File: src/hw/eai_cfg.svh
// Offsets, field positions, reset values and timing counts of the loader
`ifndef EAI_CFG_SVH
`define EAI_CFG_SVH

// Register and image checksum word addresses
`define EAI_REG_CFG        13'h0000
`define EAI_REG_STAT       13'h0001
`define EAI_REG_PEND       13'h0006
`define EAI_REG_OPSTAT     13'h0018
`define EAI_REG_FAIL       13'h0024
`define EAI_ADDR_SUM_ALL   13'h0051
`define EAI_ADDR_SUM_RT    13'h01c0

// Master configuration fields
`define EAI_CFG_RT_START_EXECUTE     4
`define EAI_CFG_RT_ENABLE      6
`define EAI_CFG_MONITOR_ENABLE      8

// Master status and reset fields
`define EAI_STAT_READBACK_MISMATCH_FLAG     0
`define EAI_STAT_IMAGE_CHECKSUM_ERROR     1
`define EAI_STAT_RTRST     10
`define EAI_STAT_AUTO_INIT_PIN    15

// Hardware pending interrupt fields
`define EAI_PEND_RT_INT_PENDING      2
`define EAI_PEND_APF       3
`define EAI_PEND_READBACK_MISMATCH_FLAG     13

// Operational status fields
`define EAI_OP_ADDR_HI     15
`define EAI_OP_ADDR_LO     11
`define EAI_OP_PAR         10
`define EAI_OP_LOCK        9

// Reset values
`define EAI_WORD_RESET     16'h0000

// Image extent and sequence lengths
`define EAI_LAST_FULL      13'h1fff
`define EAI_LAST_SHORT     13'h07ff
`define EAI_RT_LIST_N      13'h000a
`define EAI_RT_ILL_BASE    13'h0200
`define EAI_RT_ILL_N       13'h0100
`define EAI_RT_DESC_BASE   13'h0400
`define EAI_RT_DESC_N      13'h0200
`define EAI_CLR_N          3'h4

// Serial memory access
`define EAI_SPI_READ       8'h03
`define EAI_SPI_HDR_BITS   6'h18
`define EAI_SPI_ALL_BITS   6'h28

// Timing
`define EAI_CLK_MHZ        10
`define EAI_LATCH_NS       200
`define EAI_LATCH_CYC      ((`EAI_LATCH_NS * `EAI_CLK_MHZ + 999) / 1000)

// Buffer shape: word address plus data
`define EAI_FIFO_W         29
`define EAI_FIFO_D         8

`endif

File: src/hw/eai_pkg.sv
// Types shared by the loader modules
package eai_pkg;

   typedef enum logic [2:0] {
      S_STRAP, S_CLEAR, S_LOAD, S_FINISH, S_RUN
   } eai_phase_type;

   typedef enum logic [1:0] {
      P_IDLE, P_SHIFT
   } eai_spi_type;

   typedef enum logic [1:0] {
      W_IDLE, W_WAIT, W_CHECK
   } eai_wr_type;

   typedef enum logic {
      M_FULL, M_RT
   } eai_mode_type;

endpackage : eai_pkg

File: src/hw/eai_word_if.sv
// Word stream between the serial reader and the buffer
`timescale 1ns/1ps
`default_nettype none
`include "eai_cfg.svh"

interface eai_word_if;
   logic [`EAI_FIFO_W-1:0] in_data;
   logic                   in_valid;
   logic                   in_ready;
   logic [`EAI_FIFO_W-1:0] out_data;
   logic                   out_valid;
   logic                   out_ready;

   modport fifo (
      input  in_data, in_valid, out_ready,
      output in_ready, out_data, out_valid
   );
   modport user (
      output in_data, in_valid, out_ready,
      input  in_ready, out_data, out_valid
   );
endinterface : eai_word_if

`default_nettype wire

File: src/hw/eai_fifo.sv
// Small synchronous FIFO with valid/ready on both sides
`timescale 1ns/1ps
`default_nettype none
`include "eai_cfg.svh"

module eai_fifo
   import eai_pkg::*;
#(
   parameter int WIDTH = `EAI_FIFO_W,
   parameter int DEPTH = `EAI_FIFO_D
) (
   // Clock and reset
   input wire logic clk,
   input wire logic rstn,
   // Stream
   eai_word_if.fifo port
);
   localparam int AW = $clog2(DEPTH);

   typedef struct packed {
      logic [DEPTH-1:0][WIDTH-1:0] mem;
      logic [AW-1:0]               wp;
      logic [AW-1:0]               rp;
      logic [AW:0]                 cnt;
   } eai_fifo_type;

   eai_fifo_type r;
   eai_fifo_type next_r;
   logic         push;
   logic         pop;

   assign port.in_ready  = (r.cnt != (AW+1)'(DEPTH));
   assign port.out_valid = (r.cnt != '0);
   assign port.out_data  = r.mem[r.rp];
   assign push = port.in_valid & port.in_ready;
   assign pop  = port.out_valid & port.out_ready;

   always_comb begin
      next_r = r;
      if (push) begin
         next_r.mem[r.wp] = port.in_data;
         next_r.wp = r.wp + 1'b1;
      end
      if (pop) begin
         next_r.rp = r.rp + 1'b1;
      end
      // Simultaneous push and pop leave the count unchanged
      if (push && !pop) begin
         next_r.cnt = r.cnt + 1'b1;
      end else if (pop && !push) begin
         next_r.cnt = r.cnt - 1'b1;
      end
   end

   always_ff @(posedge clk or negedge rstn) begin
      if (!rstn) begin
         r <= '0;
      end else begin
         r <= next_r;
      end
   end

endmodule : eai_fifo

`default_nettype wire

File: src/hw/eai_loader.sv
// Serial memory image loader with terminal soft reset and start decision
//
// Functional notes
// - After copying, terminal start and monitor enable stay zero until decided.
// - Terminal auto-starts before ready if image bits set and parity good.
// - Started terminal reads start bit one; else host sets it after ready.
// - Monitor auto-starts before ready if image bit set; else host sets it.
// - Lock pin high: address and parity come from pins sampled 200ns late.
// - Lock pin low: address, parity and lock bits come from the image.
// - Bad address parity refuses terminal start except the soft reset restart; host may fix status first.
// - Load errors block auto-start; host writes after ready still start.
// - Image holds overall and terminal two's-complement checksums.
// - Word N sits at serial bytes 2N (upper) and 2N+1 (lower).
// - Read-back mismatch sets pending bit 13 and status bit 0.
// - Read-back compare runs during full load and soft reset reloads.
// - First mismatch address goes to fail register; comparing then stops.
// - Fail address register has no function once terminals run.
// - Writing status bit 10 starts a terminal soft reset.
// - Soft reset clears start bit, pending bits 2 and 3, terminal pends.
// - Soft reset clears status, status word, self-test word and time tag.
// - Soft reset reloads terminal registers and tables, checked by checksum.
// - After soft reset terminal restarts only if image enable and start set.
// - Ready stays low for the whole load and rises after the checks.
// - Every loaded word adds to the stored checksum; nonzero sum fails.
// - Checksum failure sets status error bit and raises the interrupt.
`timescale 1ns/1ps
`default_nettype none
`include "eai_cfg.svh"

module eai_loader
   import eai_pkg::*;
(
   // Clock and master reset
   input  wire logic        CLK,
   input  wire logic        RSTN,
   // Strap pins
   input  wire logic        AUTO_INIT_PIN,
   input  wire logic        SHORT_IMAGE_PIN,
   input  wire logic        ADDR_LOCK_PIN,
   input  wire logic [4:0]  TERM_ADDR_PIN,
   input  wire logic        TERM_PARITY_PIN,
   // Serial memory link
   output logic             EE_SCK,
   output logic             EE_CS_N,
   output logic             EE_MOSI,
   input  wire logic        EE_MISO,
   // Host register port
   input  wire logic [12:0] REG_ADDR,
   input  wire logic [15:0] REG_WDATA,
   input  wire logic        REG_WR,
   output logic [15:0]      REG_RDATA,
   // Device memory port
   output logic [12:0]      MEM_ADDR,
   output logic [15:0]      MEM_WDATA,
   output logic             MEM_WE,
   input  wire logic [15:0] MEM_RDATA,
   // Status
   output logic             READY,
   output logic             IRQ
);

   typedef struct packed {
      logic [9:0]    sync1;
      logic [9:0]    sync2;
      logic [3:0]    latch_cnt;
      eai_phase_type phase;
      eai_mode_type  mode;
      logic [12:0]   seq_idx;
      logic [12:0]   seq_last;
      logic          seq_done;
      logic [2:0]    clr_idx;
      eai_spi_type   spi;
      logic [1:0]    ph;
      logic [5:0]    bit_cnt;
      logic [23:0]   sh_out;
      logic [15:0]   sh_in;
      logic [12:0]   cur_addr;
      logic          push_valid;
      logic [28:0]   push_data;
      logic          sck;
      logic          cs_n;
      logic          mosi;
      eai_wr_type    wst;
      logic [12:0]   mem_addr;
      logic [15:0]   mem_wdata;
      logic          mem_we;
      logic [15:0]   cfg;
      logic [15:0]   stat;
      logic [15:0]   pend;
      logic [15:0]   opstat;
      logic [15:0]   fail;
      logic          img_rt_start_execute;
      logic          img_rt_enable;
      logic          img_monitor_enable;
      logic [15:0]   sum;
      logic          logged;
      logic          op_started;
      logic          ready;
      logic          irq;
      logic [15:0]   rdata;
   } eai_state_type;

   eai_state_type r;
   eai_state_type next_r;

   eai_word_if word ();

   eai_fifo #(
      .WIDTH (`EAI_FIFO_W),
      .DEPTH (`EAI_FIFO_D)
   ) u_fifo (
      .clk  (CLK),
      .rstn (RSTN),
      .port (word.fifo)
   );

   assign word.in_data   = r.push_data;
   assign word.in_valid  = r.push_valid;
   assign word.out_ready = (r.wst == W_IDLE);

   // Odd parity over address and parity bits is required
   function automatic logic eai_apf(input logic [15:0] op);
      eai_apf = ~^op[`EAI_OP_ADDR_HI:`EAI_OP_PAR];
   endfunction : eai_apf

   // Word address fetched at a given step of each load sequence
   function automatic logic [12:0] eai_seq_addr(input eai_mode_type m,
                                                input logic [12:0]  i);
      logic [12:0] j;
      j = '0;
      eai_seq_addr = i;
      if (m == M_RT) begin
         if (i < `EAI_RT_LIST_N) begin
            case (i[3:0])
               4'h0:    eai_seq_addr = 13'h000f;
               4'h1:    eai_seq_addr = 13'h0012;
               4'h2:    eai_seq_addr = 13'h0013;
               4'h3:    eai_seq_addr = 13'h0016;
               4'h4:    eai_seq_addr = 13'h0017;
               4'h5:    eai_seq_addr = 13'h0019;
               4'h6:    eai_seq_addr = 13'h001c;
               4'h7:    eai_seq_addr = 13'h001d;
               4'h8:    eai_seq_addr = 13'h001f;
               default: eai_seq_addr = 13'h004a;
            endcase
         end else if (i < `EAI_RT_LIST_N + `EAI_RT_ILL_N) begin
            j = i - `EAI_RT_LIST_N;
            eai_seq_addr = `EAI_RT_ILL_BASE + j;
         end else if (i < `EAI_RT_LIST_N + `EAI_RT_ILL_N + `EAI_RT_DESC_N)
         begin
            j = i - `EAI_RT_LIST_N - `EAI_RT_ILL_N;
            eai_seq_addr = `EAI_RT_DESC_BASE + j;
         end else begin
            // Terminal checksum word is summed but not written
            eai_seq_addr = `EAI_ADDR_SUM_RT;
         end
      end
   endfunction : eai_seq_addr

   // Terminal words in memory that a soft reset clears outright
   function automatic logic [12:0] eai_clr_addr(input logic [2:0] i);
      case (i)
         3'h0:    eai_clr_addr = 13'h0009;
         3'h1:    eai_clr_addr = 13'h001a;
         3'h2:    eai_clr_addr = 13'h001e;
         default: eai_clr_addr = 13'h0049;
      endcase
   endfunction : eai_clr_addr

   always_comb begin
      logic [15:0] din;
      logic [12:0] wa;
      logic [15:0] nv;
      logic        err;
      logic        drained;
      din = '0;
      wa = '0;
      nv = '0;
      err = 1'b0;
      drained = 1'b0;
      next_r = r;
      next_r.sync1 = {EE_MISO, AUTO_INIT_PIN, SHORT_IMAGE_PIN, ADDR_LOCK_PIN,
                      TERM_PARITY_PIN, TERM_ADDR_PIN};
      next_r.sync2 = r.sync1;
      next_r.mem_we = 1'b0;
      next_r.pend[`EAI_PEND_APF] = eai_apf(r.opstat);
      drained = r.seq_done && (r.spi == P_IDLE) && !r.push_valid &&
                !word.out_valid && (r.wst == W_IDLE);

      // Serial reader: one read command per byte pair, ascending except the terminal checksum read last on soft reset reload
      case (r.spi)
         P_IDLE: begin
            if (r.push_valid && word.in_ready) begin
               next_r.push_valid = 1'b0;
            end
            if (r.phase == S_LOAD && !r.seq_done && !r.push_valid) begin
               wa = eai_seq_addr(r.mode, r.seq_idx);
               next_r.cur_addr = wa;
               next_r.sh_out = {`EAI_SPI_READ, 2'b00, wa, 1'b0};
               next_r.cs_n = 1'b0;
               next_r.ph = '0;
               next_r.bit_cnt = '0;
               next_r.spi = P_SHIFT;
               next_r.seq_idx = r.seq_idx + 1'b1;
               next_r.seq_done = (r.seq_idx == r.seq_last);
            end
         end
         P_SHIFT: begin
            next_r.ph = r.ph + 1'b1;
            if (r.ph == 2'h0) begin
               // Sample two clocks after the rising edge: synchroniser lag
               next_r.sck = 1'b0;
               if (r.bit_cnt > `EAI_SPI_HDR_BITS) begin
                  next_r.sh_in = {r.sh_in[14:0], r.sync2[9]};
               end
               if (r.bit_cnt == `EAI_SPI_ALL_BITS) begin
                  next_r.cs_n = 1'b1;
                  next_r.push_valid = 1'b1;
                  next_r.push_data = {r.cur_addr, next_r.sh_in};
                  next_r.spi = P_IDLE;
               end else begin
                  next_r.mosi = r.sh_out[23];
                  next_r.sh_out = {r.sh_out[22:0], 1'b0};
               end
            end else if (r.ph == 2'h2) begin
               next_r.sck = 1'b1;
               next_r.bit_cnt = r.bit_cnt + 1'b1;
            end
         end
         default: next_r.spi = P_IDLE;
      endcase

      // Writer: store, read back, compare
      case (r.wst)
         W_IDLE: begin
            if (word.out_valid) begin
               wa = word.out_data[28:16];
               din = word.out_data[15:0];
               next_r.sum = r.sum + din;
               next_r.mem_addr = wa;
               next_r.mem_wdata = din;
               if (wa == `EAI_REG_CFG) begin
                  next_r.img_rt_start_execute = din[`EAI_CFG_RT_START_EXECUTE];
                  next_r.img_rt_enable = din[`EAI_CFG_RT_ENABLE];
                  next_r.img_monitor_enable = din[`EAI_CFG_MONITOR_ENABLE];
                  next_r.cfg = din;
                  next_r.cfg[`EAI_CFG_RT_START_EXECUTE] = 1'b0;
                  next_r.cfg[`EAI_CFG_MONITOR_ENABLE] = 1'b0;
               end else if (wa == `EAI_REG_OPSTAT) begin
                  if (r.opstat[`EAI_OP_LOCK]) begin
                     // Pin-latched address and parity survive the image
                     next_r.opstat = {r.opstat[15:10], din[9:0]};
                  end else begin
                     next_r.opstat = din;
                  end
               end else if (wa == `EAI_REG_STAT || wa == `EAI_REG_PEND ||
                            wa == `EAI_REG_FAIL) begin
                  next_r.mem_we = 1'b0;
               end else if (r.mode == M_RT && wa == `EAI_ADDR_SUM_RT) begin
                  next_r.mem_we = 1'b0;
               end else begin
                  next_r.mem_we = 1'b1;
                  next_r.wst = W_WAIT;
               end
            end
         end
         W_WAIT: next_r.wst = W_CHECK;
         W_CHECK: begin
            next_r.wst = W_IDLE;
            if (MEM_RDATA != r.mem_wdata && !r.logged) begin
               next_r.logged = 1'b1;
               next_r.fail = {3'b000, r.mem_addr};
               next_r.stat[`EAI_STAT_READBACK_MISMATCH_FLAG] = 1'b1;
               next_r.pend[`EAI_PEND_READBACK_MISMATCH_FLAG] = 1'b1;
            end
         end
         default: next_r.wst = W_IDLE;
      endcase

      // Sequence control
      case (r.phase)
         S_STRAP: begin
            next_r.latch_cnt = r.latch_cnt + 1'b1;
            if (r.latch_cnt == 4'(`EAI_LATCH_CYC)) begin
               next_r.opstat = {r.sync2[4:0], r.sync2[5], r.sync2[6],
                                9'h000};
               next_r.stat[`EAI_STAT_AUTO_INIT_PIN] = r.sync2[8];
               next_r.seq_idx = '0;
               next_r.seq_done = 1'b0;
               next_r.sum = '0;
               next_r.mode = M_FULL;
               next_r.seq_last = r.sync2[7] ? `EAI_LAST_SHORT : `EAI_LAST_FULL;
               next_r.phase = r.sync2[8] ? S_LOAD : S_RUN;
            end
         end
         S_CLEAR: begin
            if (r.clr_idx == `EAI_CLR_N) begin
               next_r.phase = S_LOAD;
            end else begin
               next_r.mem_addr = eai_clr_addr(r.clr_idx);
               next_r.mem_wdata = `EAI_WORD_RESET;
               next_r.mem_we = 1'b1;
               next_r.clr_idx = r.clr_idx + 1'b1;
            end
         end
         S_LOAD: begin
            if (drained) begin
               next_r.phase = S_FINISH;
            end
         end
         S_FINISH: begin
            err = r.stat[`EAI_STAT_READBACK_MISMATCH_FLAG] || (r.sum != '0);
            next_r.stat[`EAI_STAT_IMAGE_CHECKSUM_ERROR] = (r.sum != '0);
            if (r.img_rt_start_execute && r.img_rt_enable && !err &&
                (r.mode == M_RT || !eai_apf(r.opstat))) begin
               next_r.cfg[`EAI_CFG_RT_START_EXECUTE] = 1'b1;
               next_r.op_started = 1'b1;
            end
            if (r.mode == M_FULL && r.img_monitor_enable && !err) begin
               next_r.cfg[`EAI_CFG_MONITOR_ENABLE] = 1'b1;
               next_r.op_started = 1'b1;
            end
            next_r.phase = S_RUN;
         end
         S_RUN: begin
            next_r.ready = 1'b1;
            if (!r.ready) begin
               // Interrupt rises with ready, never ahead of it
               next_r.irq = r.stat[`EAI_STAT_READBACK_MISMATCH_FLAG] ||
                            r.stat[`EAI_STAT_IMAGE_CHECKSUM_ERROR];
            end
            if (r.ready && REG_WR) begin
               case (REG_ADDR)
                  `EAI_REG_CFG: begin
                     nv = REG_WDATA;
                     if (nv[`EAI_CFG_RT_START_EXECUTE] && !r.cfg[`EAI_CFG_RT_START_EXECUTE] &&
                         (!nv[`EAI_CFG_RT_ENABLE] || eai_apf(r.opstat))) begin
                        nv[`EAI_CFG_RT_START_EXECUTE] = 1'b0;
                     end
                     next_r.cfg = nv;
                     if (nv[`EAI_CFG_RT_START_EXECUTE] || nv[`EAI_CFG_MONITOR_ENABLE]) begin
                        next_r.op_started = 1'b1;
                     end
                  end
                  `EAI_REG_STAT: begin
                     // Error flags clear by writing one
                     if (REG_WDATA[`EAI_STAT_READBACK_MISMATCH_FLAG]) begin
                        next_r.stat[`EAI_STAT_READBACK_MISMATCH_FLAG] = 1'b0;
                     end
                     if (REG_WDATA[`EAI_STAT_IMAGE_CHECKSUM_ERROR]) begin
                        next_r.stat[`EAI_STAT_IMAGE_CHECKSUM_ERROR] = 1'b0;
                     end
                     if (REG_WDATA[`EAI_STAT_RTRST]) begin
                        next_r.ready = 1'b0;
                        next_r.cfg[`EAI_CFG_RT_START_EXECUTE] = 1'b0;
                        next_r.pend[`EAI_PEND_RT_INT_PENDING] = 1'b0;
                        next_r.pend[`EAI_PEND_APF] = 1'b0;
                        next_r.opstat = `EAI_WORD_RESET;
                        next_r.mode = M_RT;
                        next_r.seq_idx = '0;
                        next_r.seq_done = 1'b0;
                        next_r.seq_last = `EAI_RT_LIST_N + `EAI_RT_ILL_N +
                                          `EAI_RT_DESC_N;
                        next_r.sum = '0;
                        next_r.logged = 1'b0;
                        next_r.clr_idx = '0;
                        next_r.op_started = 1'b0;
                        next_r.phase = S_CLEAR;
                     end
                  end
                  `EAI_REG_PEND: begin
                     if (REG_WDATA[`EAI_PEND_READBACK_MISMATCH_FLAG]) begin
                        next_r.pend[`EAI_PEND_READBACK_MISMATCH_FLAG] = 1'b0;
                     end
                  end
                  `EAI_REG_OPSTAT: next_r.opstat = REG_WDATA;
                  default: next_r.mem_we = r.mem_we & 1'b0;
               endcase
            end
            if (!next_r.stat[`EAI_STAT_READBACK_MISMATCH_FLAG] &&
                !next_r.stat[`EAI_STAT_IMAGE_CHECKSUM_ERROR]) begin
               next_r.irq = 1'b0;
            end
         end
         default: next_r.phase = S_STRAP;
      endcase

      // Host reads show the status word until ready
      if (!r.ready) begin
         next_r.rdata = r.stat;
      end else begin
         case (REG_ADDR)
            `EAI_REG_CFG:    next_r.rdata = r.cfg;
            `EAI_REG_STAT:   next_r.rdata = r.stat;
            `EAI_REG_PEND:   next_r.rdata = r.pend;
            `EAI_REG_OPSTAT: next_r.rdata = r.opstat;
            `EAI_REG_FAIL:   next_r.rdata = r.op_started ? `EAI_WORD_RESET
                                                         : r.fail;
            default:         next_r.rdata = `EAI_WORD_RESET;
         endcase
      end
   end

   always_ff @(posedge CLK or negedge RSTN) begin
      if (!RSTN) begin
         r <= '0;
         r.phase <= S_STRAP;
         r.spi <= P_IDLE;
         r.wst <= W_IDLE;
         r.mode <= M_FULL;
         r.cs_n <= 1'b1;
      end else begin
         r <= next_r;
      end
   end

   assign EE_SCK    = r.sck;
   assign EE_CS_N   = r.cs_n;
   assign EE_MOSI   = r.mosi;
   assign REG_RDATA = r.rdata;
   assign MEM_ADDR  = r.mem_addr;
   assign MEM_WDATA = r.mem_wdata;
   assign MEM_WE    = r.mem_we;
   assign READY     = r.ready;
   assign IRQ       = r.irq;

endmodule : eai_loader

`default_nettype wire

File: config.mk
export PLATFORM = sky130hd
export DESIGN_NAME = eai_loader
export DESIGN_NICKNAME = d
export VERILOG_FILES = /design/src/hw/eai_pkg.sv /design/src/hw/eai_word_if.sv /design/src/hw/eai_fifo.sv /design/src/hw/eai_loader.sv
export VERILOG_INCLUDE_DIRS = /design/src /design/src/hw
export SDC_FILE = /design/constraint.sdc
export NUM_CORES = 1
export LEC_CHECK = 0
export BUFFER_PORTS_ARGS = -buffer_cell sky130_fd_sc_hd__buf_2
export CORE_AREA = 3 3 219 221
export CTS_CLUSTER_SIZE = 12
export DETAILED_ROUTE_END_ITERATION = 6
export DIE_AREA = 0 0 222 224
export GPL_TIMING_DRIVEN = 0
export PLACE_DENSITY = 0.8
export SYNTH_ARGS = -nofsm -noshare
export SYNTH_HDL_FRONTEND = slang
export SYNTH_HIERARCHICAL = 1
export SYNTH_SLANG_ARGS = --single-unit
File: constraint.sdc
create_clock -name CLK -period 8.3 [get_ports CLK]
set_input_delay 1.66 -clock CLK [delete_from_list [all_inputs] [get_ports CLK]]
set_output_delay 1.66 -clock CLK [all_outputs]
set_load 0.05 [all_outputs]
# --- After elaboration in Yosys (flattened, before gate mapping) ---
# Memories as Yosys holds them, arrays and structs flattened.
# Index checks and enable logic that the tools add are counted.
totals:
  register_bits: 517
  rom_bits: 96
  elab_cells: 334
  memories: 1
op_classes:
  n_addsub: 14
  order_cmp: 7
  eq_ne: 49
  mux: 131
  bitwise: 4
  n_reduce_logical: 77
memory_table:
  columns: ["memory", "depth", "word_bits", "read_ports", "rd_clocked_by_memory_dff", "write_ports", "line", "source"]
  rows:
  - ["(name not given)", 16, 6, 1, 0, 0, "eai_loader.sv:134", "case (i[3:0])"]
op_table:
  columns: ["operator", "n"]
  rows:
  - ["bitwise mux 232 bit", 1]
  - ["two-way mux 16 bit", 14]
  - ["two-way mux 34 bit", 4]
  - ["two-way mux 13 bit", 8]
  - ["case mux 16 bit (2 select lines)", 3]
  - ["two-way mux 30 bit", 3]
  - ["binary-select mux 29 bit (select 3 bit)", 1]
  - ["demux 29 bit (select 3 bit)", 1]
  - ["two-way mux 29 bit", 3]
  - ["case mux 16 bit (5 select lines)", 1]
  - ["case mux 32 bit (2 select lines)", 1]
  - ["case mux 28 bit (2 select lines)", 1]
  - ["two-way mux 48 bit", 1]
  - ["two-way mux 46 bit", 1]
  - ["two-way mux 1 bit", 40]
  - ["two-way mux 40 bit", 1]
  - ["two-way mux 19 bit", 2]
  - ["two-way mux 17 bit", 2]
  - ["inequality test 2 bit (second input constant)", 17]
  - ["two-way mux 31 bit", 1]
  - ["two-way mux 2 bit", 14]
  - ["equality test 13 x 1 -> 1 bit (second input constant)", 2]
  - ["equality test 13 x 3 -> 1 bit (second input constant)", 2]
  - ["equality test 13 x 5 -> 1 bit (second input constant)", 2]
  - ["60 further kinds", 156]

# --- Depth between registers and ports, before layout ---
logic_depth:
  ltp_word: 14
  depth_mapped: 14
  mapped_depth_nobuf: 12

# --- Cells and area by module ---
# The synthesis kept the hierarchy.
by_module_without_submodules:
  columns: ["module", "n_inst", "cells_per_inst", "area_per_inst_um2", "seq_area_each_um2"]
  rows:
  - ["eai_loader", 1, 1333, 13317.8, 6582.6]
  - ["eai_fifo", 1, 654, 10959.3, 6055.8]

# --- Worst setup path before layout ---
# No wires, ideal clock.
synth_path:
  path_type: "register to register"
  start: "register u_fifo/r[4] (netlist name)"
  end: "register, netlist name r[28]"
  arrival_ps: 3434
  path_slack_ps: 4731
  path_stages_with_launch: 13
  path_buffers: 2
  path_cell_list: "dfrtp_1 -> clkbuf_1 -> buf_2 -> mux4_2 -> mux2_2 -> ha_1 -> fa_1 -> a211oi_1 -> o21ai_0 -> a2111oi_0 -> nor3_1 -> xnor2_1 -> o22ai_1"
synth_lines:
  columns: ["item", "line", "source"]
  rows:
  - ["from (decl)", "eai_fifo.sv:27", "eai_fifo_type r;"]
  - ["from (signal assigned)", "eai_fifo.sv:59", "r <= next_r;"]

==> impl_metrics.tcl <==
set metrics [dict create \
    synth_edf_count 0 \
    synth_area_per_cell_sq_um 12.2 \
    antennaDiodeCount 0 \
    path_class "register to register" \
    required_ns 8.77 \
    tightest_slew_ns 1.11 \
    antenna_found_initial 0 \
    whs_ns 0.346 \
    placedCellCount 2706 \
    firstDrtPassIters 6 \
    clkSinkCount 505 \
    ir_drop_v 0.000148 \
    gp_congestion 0.959 \
    wire_per_inst_um 21.5 \
    viasPerCell 6.05 \
    grt_max_degree 135 \
    dieArea_sq_um 49700 \
    fill_cells 3534 \
    first_global_vias 17200 \
    finish.cell_count_without_fillers 2788 \
    postSynthCellCount 1987 \
    portBuffers 108 \
    nets 2253 \
    ys_ff_latch 505 \
    clk_latency_ns 0.62 \
    rsz0062_at_grt "false" \
    yosysWarnings 6 \
    ys_seq_area_share_pct 52.1 \
    synth.distinct_cells 86 \
    synth_area_sq_um 24300 \
    numCtsBuffers 52 \
    die_x_um 222 \
    p_leak_uw 0.0130 \
    ys_async_sr_fraction_pct 100 \
    rows 79 \
    clk_pin_slew_ns 0.06 \
    tritoncts "done" \
    clock-skew-final_ns 0.0311 \
    cts_root_buf "clkbuf_16" \
    grt_pass1_wl_mm 94.7 \
    cap_violations 0 \
    postCtsSetupBuffers 0 \
    powerDensity_nw_per_um2 177 \
    hold_class "register to register" \
    arrival_ns 4.78 \
    drv_slew 0 \
    pin_count 109 \
    drive_above_1_share_pct 30.8 \
    timing.fmax_ghz 0.232 \
    max_slew_margin_pct 25.1 \
    ctsHoldBuffers 0 \
    totalWireLength_mm 59.9 \
    drc 0 \
    finalCritPeriodShare_pct 51.9 \
    htree_num_levels 2 \
    syn2layout_area_growth_pct 12.7 \
    total_power_uw 4840 \
    initial_core_util_pct 52.4 \
    num_vias 16900 \
    synth_nets 2087 \
    status "complete, no violations" \
    end_kind "register" \
    synthFlopType "dfrtp_1" \
    start_kind "register" \
    grt.overflow.total 0 \
    die_h_um 224 \
    post_cts_resized 0 \
    core_area_sq_um 46400 \
    dp_hpwl_mm 41.5 \
    ant_nets 0 \
    clock_path_buffers 3 \
    finalHoldViolations 0 \
    crit_path_max_fanout 10 \
    setup_viol 0 \
    min_period_ns 4.31 \
    gr-usage-all-layers_pct 23.8 \
    drtIter0Drc 1522 \
]
-- flip-flops by register name, indices dropped and copies added (netlist names) --
name and count:
MEM_WDATA 16, MEM_WE 1, u_fifo/r 242, EE_SCK 1, next_r 10, IRQ 1
READY 1, word.in_data 29, r 172, EE_CS_N 1, EE_MOSI 1, REG_RDATA 16
MEM_ADDR 13, word.in_valid 1
-- layout by cell type, fill, tap and decap left out, types with 5 or more instances in the layout --
master,instances
dfrtp_1,504
mux2_2,312
nand2_1,191
buf_2,136
nor2_1,93
a21oi_1,90
o21ai_0,79
clkbuf_1,72
mux2i_1,59
mux4_2,58
clkbuf_16,53
buf_4,52
xnor2_1,46
nand3_1,40
ha_1,40
inv_1,34
nor3_1,30
nand4_1,18
nor4_1,15
a22oi_1,15
o22ai_1,14
a31oi_1,13
o211ai_1,11
or3_1,11
buf_6,11
xor2_1,11
a222oi_1,10
clkbuf_8,10
o31ai_1,7
or4_1,6
nor2b_1,6
o21a_1,6
nor3b_1,5
a21o_1,5
nand3b_1,5
-- cells by family (layout without fill, tap and decap cells) --
kind of cell | count (synthesis) | in the layout | share of synthesized area (%)
flops | 505 | 505 | 52.1
mux | 430 | 430 | 22.3
buf+inv | 194 | 388 | 4.29
xor+xnor | 58 | 58 | 2.15
compound gates | 294 | 294 | 7.55
fa+ha+maj | 42 | 42 | 2.23
simple gates | 464 | 464 | 9.39
-- cell usage after synthesis (15+ instances only) --
master / number / area (sq um)
o21ai_0: 79 / 395
buf_2: 29 / 145
buf_4: 52 / 390
nor3_1: 30 / 150
ha_1: 40 / 500
xnor2_1: 46 / 403
dfrtp_1: 504 / 12600
mux2i_1: 59 / 591
a22oi_1: 15 / 113
nand2_1: 191 / 717
mux2_2: 312 / 3510
nand4_1: 18 / 113
mux4_2: 58 / 1310
inv_1: 34 / 128
nor4_1: 15 / 93.8
nor2_1: 93 / 349
nand3_1: 40 / 200
a21oi_1: 90 / 450
clkbuf_1: 63 / 236
-- cell type report --
cell class | instances | area, sq um | area share, %
Clock buffer | 72 | 1500 | 5.47
Timing Repair Buffer | 112 | 661 | 2.41
Inverter | 36 | 135 | 0.494
Multi-Input combinational cell | 1288 | 10600 | 38.7
Sequential cell | 505 | 12600 | 46.2
Tap cell | 607 | 759 | 2.78
Buffer | 158 | 907 | 3.32
Clock inverter | 10 | 165 | 0.604
-- layer usage --
layer	up-vias	share of wire [%]	global-route usage, %	wire length (um)
met1	8546	41	31.7	24800
met2	664	47	38.7	28200
met5	-	0	0	0
li1	7490	-	-	-
met3	177	7.0	4.40	4190
met4	0	4.5	10.5	2710
-- through the flow --
step	TNS [ns]	util (%)	setup WS [ns]	area, sq um
after floorplan	0	-	4.73	24300
after global placement	-2046.10	55.2	-4.09	25600
after detailed placement	0	55.4	3.85	25700
after CTS	0	59.0	4.01	27400
after global routing	0	59.0	3.70	27400
final	0	59.0	3.99	27400
-- report_power, final --
group | leakage [uW] | internal, uW | total, uW | switching [uW]
combinational | 0.00527 | 21.8 | 85.0 | 63.1
sequential | 0.00688 | 2470 | 2470 | 2.83
clock | 0.000816 | 1340 | 2290 | 947
-- worst max-delay path: stages (launching register included) --
cell and delay, ns:
dfrtp_1 0.37, clkbuf_1 0.19, clkbuf_1 0.55, buf_2 0.41, mux4_2 0.40, mux2_2 0.38
nor4_1 0.28, nand4_1 0.26, or2_1 0.30, clkbuf_1 0.25, nor2_2 0.44, mux2i_1 0.22
o21ai_0 0.10
-- path summary, 6_finish.rpt --
kind | from | end | slack, ns | cells past startpoint
worst max-delay path | u_fifo/r[5] | r[70] | 3.99 | 12
worst min-delay path | next_r[294] | r[294] | 0.35 | 0
worst max register to register | u_fifo/r[5] | r[70] | 3.99 | 12
worst min register to register | next_r[294] | r[294] | 0.35 | 0
max in group asynchronous | RSTN | r[281] | 5.87 | 3
min in group asynchronous | RSTN | u_fifo/r[158] | 1.04 | 1
No activity file was read; power rests on OpenSTA's default activity.
